--- src/pkg/rivm_pkg.sv ---
package rivm_pkg;
   // APB register byte addresses.
   localparam logic [11:0] ADDR_VECBASE = 12'h000;
   localparam logic [11:0] ADDR_RSTCFG = 12'h004;
   localparam logic [11:0] ADDR_IRQEN = 12'h008;
   localparam logic [11:0] ADDR_PEND = 12'h00C;
   localparam logic [11:0] ADDR_VECTOR = 12'h010;
   localparam logic [11:0] ADDR_EVSTAT = 12'h014;
   localparam logic [11:0] ADDR_EVEN = 12'h018;
   localparam logic [11:0] ADDR_EVCLR = 12'h01C;
   localparam logic [11:0] ADDR_SECST = 12'h020;
   // Reset vector address.
   localparam logic [19:0] RESET_VECTOR = 20'hF_FFFC;
   // Reset value of the vector base (upper bits of address).
   localparam logic [23:0] VECBASE_RST = 24'hFF_FE00;
   // Width of the arbitrated request vector; sources use indices 0 to 12.
   localparam int NSRC = 16;
   // Source index positions, index 0 has lowest priority.
   localparam int S_DRV_LIM = 0;
   localparam int S_BATMON = 1;
   localparam int S_ADC_AD = 2;
   localparam int S_SERIAL1 = 3;
   localparam int S_SERIAL0 = 4;
   localparam int S_TIM_C3 = 5;
   localparam int S_TIM_C2 = 6;
   localparam int S_TIM_C1 = 7;
   localparam int S_TIM_C0 = 8;
   localparam int S_CALL = 9;
   localparam int S_SOFT_INT = 10;
   localparam int S_TRAP2 = 11;
   localparam int S_TRAP1 = 12;
   // Fixed vector offsets.
   localparam logic [8:0] OFS_TRAP1 = 9'h1F8;
   localparam logic [8:0] OFS_TRAP2 = 9'h1F4;
   localparam logic [8:0] OFS_SOFT_INT = 9'h1F0;
   localparam logic [8:0] OFS_CALL = 9'h1EC;
   localparam logic [8:0] OFS_TIM_C0 = 9'h1CC;
   localparam logic [8:0] OFS_TIM_STEP = 9'h004;
   localparam logic [8:0] OFS_SERIAL0 = 9'h19C;
   localparam logic [8:0] OFS_SERIAL1 = 9'h198;
   localparam logic [8:0] OFS_ADC_AD = 9'h188;
   localparam logic [8:0] OFS_BATMON = 9'h140;
   localparam logic [8:0] OFS_DRV_LIM = 9'h138;
   // Security byte values.
   localparam logic [1:0] SEC_UNSECURED = 2'b10;
   // Event status bit positions.
   localparam int EV_ERASE_OK = 0;
   localparam int EV_IRQ_TAKEN = 1;
   localparam int NEV = 2;
endpackage

--- src/design/rivm_prio_enc.sv ---
`timescale 1ns/1ns
// Picks the highest set index of a request vector.
module rivm_prio_enc
   import rivm_pkg::*;
#(
   parameter int W = 16
) (
   input wire logic [W-1:0] req,
   output logic any,
   output logic [$clog2(W)-1:0] idx
);
   // Elaboration check: a single input leaves no index to encode.
   if (W < 2) begin : g_bad_width
      $error("rivm_prio_enc needs at least two inputs.");
   end

   // Later loop iterations win, so the highest index takes the slot.
   always_comb begin
      any = 1'b0;
      idx = '0;
      for (int i = 0; i < W; i++) begin
         if (req[i]) begin
            any = 1'b1;
            idx = i[$clog2(W)-1:0];
         end
      end
   end
endmodule

--- src/design/rivm_top.sv ---
// The placing of the registers and the APB register port were decided locally.
`timescale 1ns/1ns
// Notes on behaviour
// RULE_01: Successful full erase writes unsecured security byte.
// RULE_02: All reset sources use one unmaskable vector.
// RULE_03: Watchdog reset needs nonzero rate field.
// RULE_04: Oscillator monitor reset needs both enables.
// RULE_05: Higher vector offset wins arbitration.
// RULE_06: Vector equals software base plus offset.
// RULE_07: Opcode traps ignore every mask.
// RULE_08: Software and system calls ignore masks.
// RULE_09: Timer channels I-masked, enabled per channel.
// RULE_10: Abort-done request I-masked, locally enabled.
// RULE_11: Serial port shares one vector, five enables.
// RULE_12: Battery monitor needs high or low enable.
// RULE_13: Gate driver combines three fault enables.
// RULE_14: No reserved vector, no empty request.
module rivm_top
   import rivm_pkg::*;
(
   input wire logic CLK,
   input wire logic SYS_RST,
   // APB slave.
   input wire logic PSEL,
   input wire logic PENABLE,
   input wire logic PWRITE,
   input wire logic [11:0] PADDR,
   input wire logic [31:0] PWDATA,
   output logic [31:0] PRDATA,
   output logic PREADY,
   output logic PSLVERR,
   // Reset request inputs, all from logic on CLK.
   input wire logic POR_REQ,
   input wire logic LOW_VOLTAGE_RESET_SOURCE,
   input wire logic EXT_PIN_RESET_REQ,
   input wire logic OSC_FAIL,
   input wire logic WATCHDOG_TIMEOUT,
   // Core side.
   input wire logic TRAP1_REQ,
   input wire logic TRAP2_REQ,
   input wire logic SOFT_INT_REQ,
   input wire logic CALL_INSTR_REQ,
   input wire logic I_MASK,
   input wire logic IRQ_ACK,
   // Peripheral raw flags.
   input wire logic [3:0] TIM_CH_FLAG,
   input wire logic ABORT_DONE_FLAG,
   input wire logic [4:0] SERIAL0_FLAG,
   input wire logic [4:0] SERIAL1_FLAG,
   input wire logic BAT_HIGH_FLAG,
   input wire logic BAT_LOW_FLAG,
   input wire logic [2:0] DRIVER_FLAG,
   // Flash erase result.
   input wire logic ERASE_DONE,
   input wire logic ERASE_OK,
   // Outputs.
   output logic RESET_REQ,
   output logic [19:0] RESET_VEC,
   output logic SEC_PROG,
   output logic [1:0] SEC_VALUE,
   output logic SECURED,
   output logic IRQ_REQ,
   output logic [23:0] IRQ_VECTOR,
   output logic EVENT_IRQ
);
   ////////////////////////////////////////////////////////////////////////
   // State.
   typedef struct packed {
      logic [23:0] vecbase;       // Relocatable vector base.
      logic [2:0] wd_rate;        // Watchdog rate field, zero is off.
      logic osc_en;               // Oscillator enable bit.
      logic osc_mon_rst_en;       // Oscillator monitor reset enable.
      logic [21:0] irq_en;        // Per-source local enables.
      logic [NEV-1:0] ev_stat;    // Sticky event bits.
      logic [NEV-1:0] ev_en;      // Event interrupt enables.
      logic secured;              // Security state.
      logic sec_prog;             // One-cycle programming strobe.
      logic rst_req;              // Registered reset request.
      logic irq_req;              // Registered request to the core.
      logic [23:0] irq_vec;       // Registered vector address.
      logic [31:0] prdata;        // Read data.
   } rivm_state_t;

   rivm_state_t st_ff;
   rivm_state_t nxt_st;

   ////////////////////////////////////////////////////////////////////////
   // Local enable field positions in irq_en.
   // [3:0] timer channels 0..3, [4] abort done, [9:5] serial zero
   // (tx empty, tx complete, rx full, idle, rx edge), [14:10] serial one,
   // [15] battery high, [16] battery low, [19:17] gate driver
   // (overcurrent, high side drain, low side level), [21:20] spare.

   logic [NSRC-1:0] pend;  // Requests after masking.
   logic any_pend;         // Some request is pending.
   logic [3:0] win;        // Index of the winning source.
   logic [8:0] win_ofs;    // Offset of the winner.
   logic apb_wr;           // Write access phase.
   logic apb_rd;           // Read setup phase.
   logic addr_ok;          // Address is mapped.

   ////////////////////////////////////////////////////////////////////////
   // Request masking. Traps and instruction calls have no mask at all.
   always_comb begin
      pend = '0;
      pend[S_TRAP1] = TRAP1_REQ; // [RULE_07]
      pend[S_TRAP2] = TRAP2_REQ; // [RULE_07]
      pend[S_SOFT_INT] = SOFT_INT_REQ; // [RULE_08]
      pend[S_CALL] = CALL_INSTR_REQ; // [RULE_08]
      for (int c = 0; c < 4; c++) begin
         // Channel c sits at index S_TIM_C0 minus c.
         pend[S_TIM_C0 - c] = TIM_CH_FLAG[c] & st_ff.irq_en[c]
                              & ~I_MASK; // [RULE_09]
      end
      pend[S_ADC_AD] = ABORT_DONE_FLAG & st_ff.irq_en[4]
                       & ~I_MASK; // [RULE_10]
      pend[S_SERIAL0] = (|(SERIAL0_FLAG & st_ff.irq_en[9:5]))
                        & ~I_MASK; // [RULE_11]
      pend[S_SERIAL1] = (|(SERIAL1_FLAG & st_ff.irq_en[14:10]))
                        & ~I_MASK; // [RULE_11]
      pend[S_BATMON] = ((BAT_HIGH_FLAG & st_ff.irq_en[15])
                     | (BAT_LOW_FLAG & st_ff.irq_en[16]))
                     & ~I_MASK; // [RULE_12]
      pend[S_DRV_LIM] = (|(DRIVER_FLAG & st_ff.irq_en[19:17]))
                        & ~I_MASK; // [RULE_13]
   end

   // The highest index is the highest offset.
   rivm_prio_enc #(
      .W(NSRC)
   ) u_prio (
      .req(pend),
      .any(any_pend),
      .idx(win)
   ); // [RULE_05]

   ////////////////////////////////////////////////////////////////////////
   // Offset lookup; unused indices never win since they are never set.
   always_comb begin
      win_ofs = OFS_DRV_LIM;
      case (win)
         4'd12: win_ofs = OFS_TRAP1;
         4'd11: win_ofs = OFS_TRAP2;
         4'd10: win_ofs = OFS_SOFT_INT;
         4'd9: win_ofs = OFS_CALL;
         4'd8: win_ofs = OFS_TIM_C0;
         4'd7: win_ofs = OFS_TIM_C0 - OFS_TIM_STEP;
         4'd6: win_ofs = OFS_TIM_C0 - 9'(2 * OFS_TIM_STEP);
         4'd5: win_ofs = OFS_TIM_C0 - 9'(3 * OFS_TIM_STEP);
         4'd4: win_ofs = OFS_SERIAL0;
         4'd3: win_ofs = OFS_SERIAL1;
         4'd2: win_ofs = OFS_ADC_AD;
         4'd1: win_ofs = OFS_BATMON;
         default: win_ofs = OFS_DRV_LIM; // [RULE_14]
      endcase
   end

   ////////////////////////////////////////////////////////////////////////
   // APB decode. The slave answers in the access cycle, no wait states.
   assign apb_wr = PSEL & PENABLE & PWRITE;
   assign apb_rd = PSEL & ~PENABLE & ~PWRITE;
   always_comb begin
      if (PADDR == ADDR_VECBASE) begin
         addr_ok = 1'b1;
      end else if (PADDR == ADDR_RSTCFG) begin
         addr_ok = 1'b1;
      end else if (PADDR == ADDR_IRQEN) begin
         addr_ok = 1'b1;
      end else if (PADDR == ADDR_PEND || PADDR == ADDR_VECTOR) begin
         addr_ok = 1'b1;
      end else if (PADDR == ADDR_EVSTAT || PADDR == ADDR_EVEN) begin
         addr_ok = 1'b1;
      end else if (PADDR == ADDR_EVCLR || PADDR == ADDR_SECST) begin
         addr_ok = 1'b1;
      end else begin
         addr_ok = 1'b0;
      end
   end

   ////////////////////////////////////////////////////////////////////////
   // Next state.
   always_comb begin
      logic [NEV-1:0] ev_set;
      ev_set = '0;
      nxt_st = st_ff;
      nxt_st.sec_prog = 1'b0;
      // Register writes.
      if (apb_wr) begin
         if (PADDR == ADDR_VECBASE) begin
            // Low nine bits hold the offset, so base is aligned.
            nxt_st.vecbase = {PWDATA[23:9], 9'h000}; // [RULE_06]
         end else if (PADDR == ADDR_RSTCFG) begin
            nxt_st.wd_rate = PWDATA[2:0];
            nxt_st.osc_en = PWDATA[3];
            nxt_st.osc_mon_rst_en = PWDATA[4];
         end else if (PADDR == ADDR_IRQEN) begin
            nxt_st.irq_en = PWDATA[21:0];
         end else if (PADDR == ADDR_EVEN) begin
            nxt_st.ev_en = PWDATA[NEV-1:0];
         end else if (PADDR == ADDR_EVCLR) begin
            nxt_st.ev_stat = st_ff.ev_stat & ~PWDATA[NEV-1:0];
         end
      end
      // Erase success unsecures and programs the byte.
      if (ERASE_DONE && ERASE_OK) begin
         nxt_st.secured = 1'b0; // [RULE_01]
         nxt_st.sec_prog = 1'b1; // [RULE_01]
         ev_set[EV_ERASE_OK] = 1'b1;
      end
      // Resets: none is masked; locally gated ones checked here.
      nxt_st.rst_req = POR_REQ | LOW_VOLTAGE_RESET_SOURCE
                       | EXT_PIN_RESET_REQ // [RULE_02]
                       | (OSC_FAIL & st_ff.osc_en
                          & st_ff.osc_mon_rst_en) // [RULE_04]
                       | (WATCHDOG_TIMEOUT
                          & (st_ff.wd_rate != 3'd0)); // [RULE_03]
      // Request to the core; dropped when nothing is pending.
      nxt_st.irq_req = any_pend; // [RULE_14]
      nxt_st.irq_vec = st_ff.vecbase | {15'h0000, win_ofs}; // [RULE_06]
      if (IRQ_ACK && st_ff.irq_req) begin
         ev_set[EV_IRQ_TAKEN] = 1'b1;
      end
      // Set wins over a clear in the same cycle.
      nxt_st.ev_stat = nxt_st.ev_stat | ev_set;
      // Read data for the access phase that follows.
      nxt_st.prdata = 32'h0000_0000;
      if (apb_rd) begin
         if (PADDR == ADDR_VECBASE) begin
            nxt_st.prdata = {8'h00, st_ff.vecbase};
         end else if (PADDR == ADDR_RSTCFG) begin
            nxt_st.prdata = {27'h000_0000, st_ff.osc_mon_rst_en,
                             st_ff.osc_en, st_ff.wd_rate};
         end else if (PADDR == ADDR_IRQEN) begin
            nxt_st.prdata = {10'h000, st_ff.irq_en};
         end else if (PADDR == ADDR_PEND) begin
            nxt_st.prdata = {16'h0000, pend};
         end else if (PADDR == ADDR_VECTOR) begin
            nxt_st.prdata = {st_ff.irq_req, 7'h00, st_ff.irq_vec};
         end else if (PADDR == ADDR_EVSTAT) begin
            nxt_st.prdata = {30'h0000_0000, st_ff.ev_stat};
         end else if (PADDR == ADDR_EVEN) begin
            nxt_st.prdata = {30'h0000_0000, st_ff.ev_en};
         end else if (PADDR == ADDR_SECST) begin
            nxt_st.prdata = {31'h0000_0000, st_ff.secured};
         end
      end
   end

   ////////////////////////////////////////////////////////////////////////
   // State register with synchronous reset. Device starts secured.
   always_ff @(posedge CLK) begin
      if (SYS_RST) begin
         st_ff <= '0;
         st_ff.vecbase <= VECBASE_RST;
         st_ff.secured <= 1'b1;
      end else begin
         st_ff <= nxt_st;
      end
   end

   ////////////////////////////////////////////////////////////////////////
   // Outputs.
   assign PRDATA = st_ff.prdata;
   assign PREADY = 1'b1;
   assign PSLVERR = PSEL & PENABLE & ~addr_ok;
   assign RESET_REQ = st_ff.rst_req;
   assign RESET_VEC = RESET_VECTOR; // [RULE_02]
   assign SEC_PROG = st_ff.sec_prog;
   assign SEC_VALUE = SEC_UNSECURED;
   assign SECURED = st_ff.secured;
   assign IRQ_REQ = st_ff.irq_req;
   assign IRQ_VECTOR = st_ff.irq_vec;
   assign EVENT_IRQ = |(st_ff.ev_stat & st_ff.ev_en);
endmodule

--- config.mk ---
export PLATFORM = sky130hd
export DESIGN_NAME = rivm_top
export DESIGN_NICKNAME = d
export VERILOG_FILES = /design/src/pkg/rivm_pkg.sv /design/src/design/rivm_prio_enc.sv /design/src/design/rivm_top.sv
export SDC_FILE = /design/constraint.sdc
export NUM_CORES = 1
export LEC_CHECK = 0
export BUFFER_PORTS_ARGS = -buffer_cell sky130_fd_sc_hd__buf_2
export CORE_UTILIZATION = 30
export CTS_CLUSTER_DIAMETER = 50
export DETAILED_ROUTE_END_ITERATION = 8
export GPL_TIMING_DRIVEN = 0
export PLACE_DENSITY = 0.51
export SLEW_MARGIN = 20
export SYNTH_ARGS = -nofsm -noshare
export SYNTH_HDL_FRONTEND = slang
export SYNTH_SLANG_ARGS = --single-unit
--- constraint.sdc ---
create_clock -name CLK -period 7.4 [get_ports CLK]
set_input_delay 1.48 -clock CLK [delete_from_list [all_inputs] [get_ports CLK]]
set_output_delay 1.48 -clock CLK [all_outputs]
set_load 0.005 [all_outputs]
# Word level (Yosys, flattened, before mapping)
# Memories as Yosys holds them, arrays and structs flattened.
# Cells that the tools add are included.
# word_totals
output_inout_bits,85
romBits,96
ff_bits,106
mem_count,1
# memory_table
memory,depth,width,read_ports,rd_clocked_by_memory_dff,wr,line,source
(name not given),16,6,1,0,0,rivm_top.sv:141,case (win)
# op_classes
reduce_logical,20
n_eq_ne,8
n_mux,49
bitwise,45
# ops
op,count
24-bit two-way mux,4
"12-bit by 5-bit equality test with 1-bit output, second input constant",4
4-bit two-way mux,9
32-bit two-way mux,1
1-bit AND,24
"12-bit by 4-bit equality test with 1-bit output, second input constant",2
1-bit two-way mux,24
24-bit by 9-bit OR with 24-bit output,1
2-bit two-way mux,7
"12-bit by 3-bit equality test with 1-bit output, second input constant",1
"12-bit by 6-bit equality test with 1-bit output, second input constant",1
12-bit zero test,1
3-bit two-way mux,4
5-bit AND,2
5-bit OR reduction,2
9-bit OR reduction,1
1-bit inverter,8
3-bit OR reduction,2
6-bit OR reduction,1
1-bit OR,5
5-bit AND reduction,1
2-bit AND,2
4-bit AND reduction,1
2-bit OR reduction,2
other kinds (9),12

# Longest topological paths before layout
# An unclocked memory read counts as a cell.
# depth
ltp_word,17
mapped_depth,11

# Modules after synthesis
# A second synthesis with hierarchy kept.
# unflattened
cells_unflattened,556
hier_area_um2,4783.3
# modules_own_cells
mod,cells_each,area_each_um2,n_inst
rivm_top,527,4621.9,1
rivm_prio_enc,29,161.4,1

# Worst setup path after synthesis
# No wires, ideal clock.
# synth_timing
kind,in2out
startpoint,in PADDR[4]
endpoint,out PSLVERR
arrival_time_ps,2658
stages,6
slack_ps,3262
required_ps,5920
cell_sequence,clkbuf_1 or2_2 clkbuf_1 o21ai_0 nand3_1 o311a_1
# synth_via
elab_chain_len,10
# synth_lines
element,line,source
from (decl),rivm_top.sv:27,"input wire logic [11:0] PADDR,"
12-bit by 5-bit equality test with 1-bit output or 12-bit by 6-bit equality test with 1-bit output (tied branches),rivm_top.sv:173,end else if (PADDR == ADDR_EVCLR || PADDR == ADDR_SECST) begin
1-bit logical OR,rivm_top.sv:173,
1-bit two-way mux,rivm_top.sv:173,
1-bit two-way mux,rivm_top.sv:171,end else if (PADDR == ADDR_EVSTAT || PADDR == ADDR_EVEN) begin
1-bit two-way mux,rivm_top.sv:169,end else if (PADDR == ADDR_PEND || PADDR == ADDR_VECTOR) begin
1-bit two-way mux,rivm_top.sv:167,end else if (PADDR == ADDR_IRQEN) begin
1-bit two-way mux,rivm_top.sv:165,end else if (PADDR == ADDR_RSTCFG) begin
1-bit two-way mux (*),rivm_top.sv:163,if (PADDR == ADDR_VECBASE) begin
1-bit inverter (*),rivm_top.sv:265,assign PSLVERR = PSEL & PENABLE & ~addr_ok;
1-bit AND (*),rivm_top.sv:265,
to (decl),rivm_top.sv:31,"output logic PSLVERR,"
# Mark *: on every way between the ends. The rest lies on a longest branch, timed or not.

# Worst setup path after layout
# Ends and elaborated chain as after synthesis.

==> flow_metrics.env <==
export IMPL_status="complete, no violations"
export IMPL_drv_slew=0
export IMPL_grt_overflow=0
export IMPL_setup_tns_ns=0
export IMPL_critPathRequiredTime_ns=5.92
export IMPL_grt_antenna_before_repair=0
export IMPL_hold_violations=0
export IMPL_cts_tree="yes"
export IMPL_wire_per_inst_microns=16.1
export IMPL_synth_avg_cell_area_sq_um=8.66
export IMPL_skew_ns=0.00539
export IMPL_fp_dieW_microns=126
export IMPL_hold_path_class="register to register"
export IMPL_die_area_sq_um=15900
export IMPL_grt_pass1_vias=4001
export IMPL_firstDrtPassIters=7
export IMPL_p_leak_nw=2.56
export IMPL_post_route_period_util_pct=60.2
export IMPL_topRoutingLayerUsed="met4"
export IMPL_start_kind="primary input"
export IMPL_met3_length_microns=809
export IMPL_met2_length_mm=6.63
export IMPL_detailedPlace_worstSlack_ns=2.97
export IMPL_end_kind="primary output"
export IMPL_crit_path_max_fanout=9
export IMPL_synth_edff_count=0
export IMPL_ir_drop_v=0.000109
export IMPL_root_buffer="clkbuf_16"
export IMPL_synth_area_leaders="dfxtp_1, buf_4, nand2_1"
export IMPL_grt_max_degree=16
export IMPL_syn_inst=533
export IMPL_fp_dieH_microns=126
export IMPL_track_usage_pct=18.2
export IMPL_hold_ws_ns=0.464
export IMPL_clkTransAtPathRegs_ns=0.07
export IMPL_vias=4218
export IMPL_cts_resized=0
export IMPL_ctsHoldBuffers=0
export IMPL_worstMarginPinSlew_ns=0.779
export IMPL_synthArstFlopShare_pct=0
export IMPL_area_delta_synth_final_pct=27.5
export IMPL_pin_count=167
export IMPL_cp_data_arrival_time_ns=2.97
export IMPL_clk_latency_ns=0.35
export IMPL_hpwlAfterDp_mm=10.9
export IMPL_grt_setup_unrepaired="false"
export IMPL_fin_util_pct=39.9
export IMPL_crit_type="primary input to primary output"
export IMPL_setup_viol=0
export IMPL_cap_violations=0
export IMPL_antenna_cells=0
export IMPL_fin_nets=783
export IMPL_totalWireLength_mm=14.3
export IMPL_core_area_sq_um=14800
export IMPL_start_util_pct=31.3
export IMPL_n_fill_cell=1531
export IMPL_cts_setup_buffers=0
export IMPL_max_slew_margin_pct=48.1
export IMPL_drive_gt1_share_pct=34.5
export IMPL_avgViaCountPerCell=4.76
export IMPL_met1_length_mm=6.51
export IMPL_regArea_sq_um=1940
export IMPL_clkSinkCount=97
export IMPL_ys_flop_type="dfxtp_1"
export IMPL_fmax_ghz=0.225
export IMPL_synth_seq_area_share_pct=42.1
export IMPL_grt_pass1_wl_mm=21.7
export IMPL_drt_antenna_violating_nets=0
export IMPL_row_count=44
export IMPL_synth_top_cell_area_share_pct=42.1
export IMPL_yosys_warnings=0
export IMPL_fin_crit_ns=4.45
export IMPL_yosysTopAreaCell="dfxtp_1"
export IMPL_ys_seq_elements=97
export IMPL_setup_ws_ns=2.95
export IMPL_p_per_area_nw_per_um2=193
export IMPL_cts_htree_levels=3
export IMPL_numPortBuffers=123
export IMPL_drc=0
export IMPL_drt_iter0_drc=232
export IMPL_numCtsBuffers=9
export IMPL_multiInputGateArea_sq_um=2050
export IMPL_cts_buffer_depth=2
export IMPL_gp_congestion=0.863
export IMPL_synth_area_sq_um=4620
export IMPL_ys_types=55
## cell usage after synthesis, types with 3 or more instances
library cell and n:
o21ai_0 17, nand4_1 3, a22oi_1 19, nor3_1 9, inv_1 5, a22o_1 3
a222oi_1 8, a211oi_1 4, a32oi_1 5, nand3_1 8, a21oi_1 33, ha_1 4
buf_4 79, buf_2 10, nor2_1 30, nand2_1 93, nor2b_1 18, clkbuf_1 13
a31oi_1 3, or2_2 4, dfxtp_1 97, mux2i_1 23
## where the power goes
group | switching [W] | leakage, nW | internal [W] | total (W)
Sequential | 0.00000597 | 0.791 | 0.000531 | 0.000537
Clock | 0.000202 | 0.152 | 0.000294 | 0.000496
Combinational | 0.0000520 | 1.62 | 0.0000500 | 0.000102
## stage by stage
step	power, W	cell area, sq um	cells
floorplan	0.000603	4730	563
global placement	0.000650	5580	870
detailed placement	0.000651	5580	870
CTS	0.00115	5890	886
global route	0.00118	5890	886
finish	0.00114	5890	886
## final cells by class
cell class              count  area share (%)
well taps                 184            3.91
multi-input cells         355            34.9
flip-flops and latches     97            33.0
repair buffers            123            10.5
clock buffers              10            3.89
clock inverters             6            1.40
plain buffers             105            12.1
inverters                   6           0.383
## state kept, by name, indices dropped and copies added, names as in the netlist
| register | count |
|---|---|
| IRQ_VECTOR | 22 |
| SEC_PROG | 1 |
| PRDATA | 25 |
| SECURED | 1 |
| RESET_REQ | 1 |
| st_ff | 46 |
| IRQ_REQ | 1 |
## metal layers
| metal | up-vias | track usage, % |
|---|---|---|
| met5 | - | 0 |
| met1 | 1973 | 23.5 |
| li1 | 2062 | - |
| met2 | 166 | 29.6 |
| met3 | 17 | 3.14 |
| met4 | 0 | 8.50 |
## layout by cell type, fill, tap and decap left out, drive strengths merged, types with 2 or more instances in the layout
cell     Yosys  final
nand4        3      3
ha           4      4
nor3        12     12
nand2b       2      2
nor2        30     30
a22o         3      3
a21o         2      2
inv          5      5
o32ai        2      2
a21oi       33     33
nand2       93     93
o2bb2ai      2      2
nor2b       18     18
nand3        8      8
dfxtp       97     97
mux2i       23     23
a41oi        2      2
o21ai       19     19
and3         2      2
clkinv       1      4
or2          4      4
a22oi       19     19
a211oi       4      4
o22ai        2      2
nor4         2      2
conb         2     32
a31oi        3      3
or4          2      2
and2         2      2
a32oi        5      5
bufinv       0      2
clkbuf      13     23
buf         92    215
a222oi       8      8
nor3b        2      2
## critical path, cell delays in order
cell and delay, ns:
clkbuf_1 0.18, or2_2 0.33, clkbuf_1 0.23, o21ai_0 0.22, nand3_1 0.10, o311a_1 0.30
buf_2 0.12
## cell families (layout without fill, tap and decap cells)
kind of cell    count (synthesis)  count (layout)  share of synthesized area (%)
xor+xnor                        1               1                          0.190
flops                          97              97                           42.1
mux                            23              23                           4.99
compound gates                111             111                           16.1
buf+inv                       111             250                           15.9
simple gates                  184             184                           19.5
other cells                     2              32                          0.163
fa+ha+maj                       4               4                           1.08
## worst paths after layout
check / startpoint / endpoint / slack [ns] / cells past startpoint
hold / removal: st_ff[85] / st_ff[85] / 0.46 / 2
setup reg to reg: st_ff[76] / IRQ_VECTOR[4] / 4.73 / 8
hold reg to reg: st_ff[85] / st_ff[85] / 0.46 / 2
setup / recovery: PADDR[4] / PSLVERR / 2.95 / 7
Power figures use the tool's default switching activity.
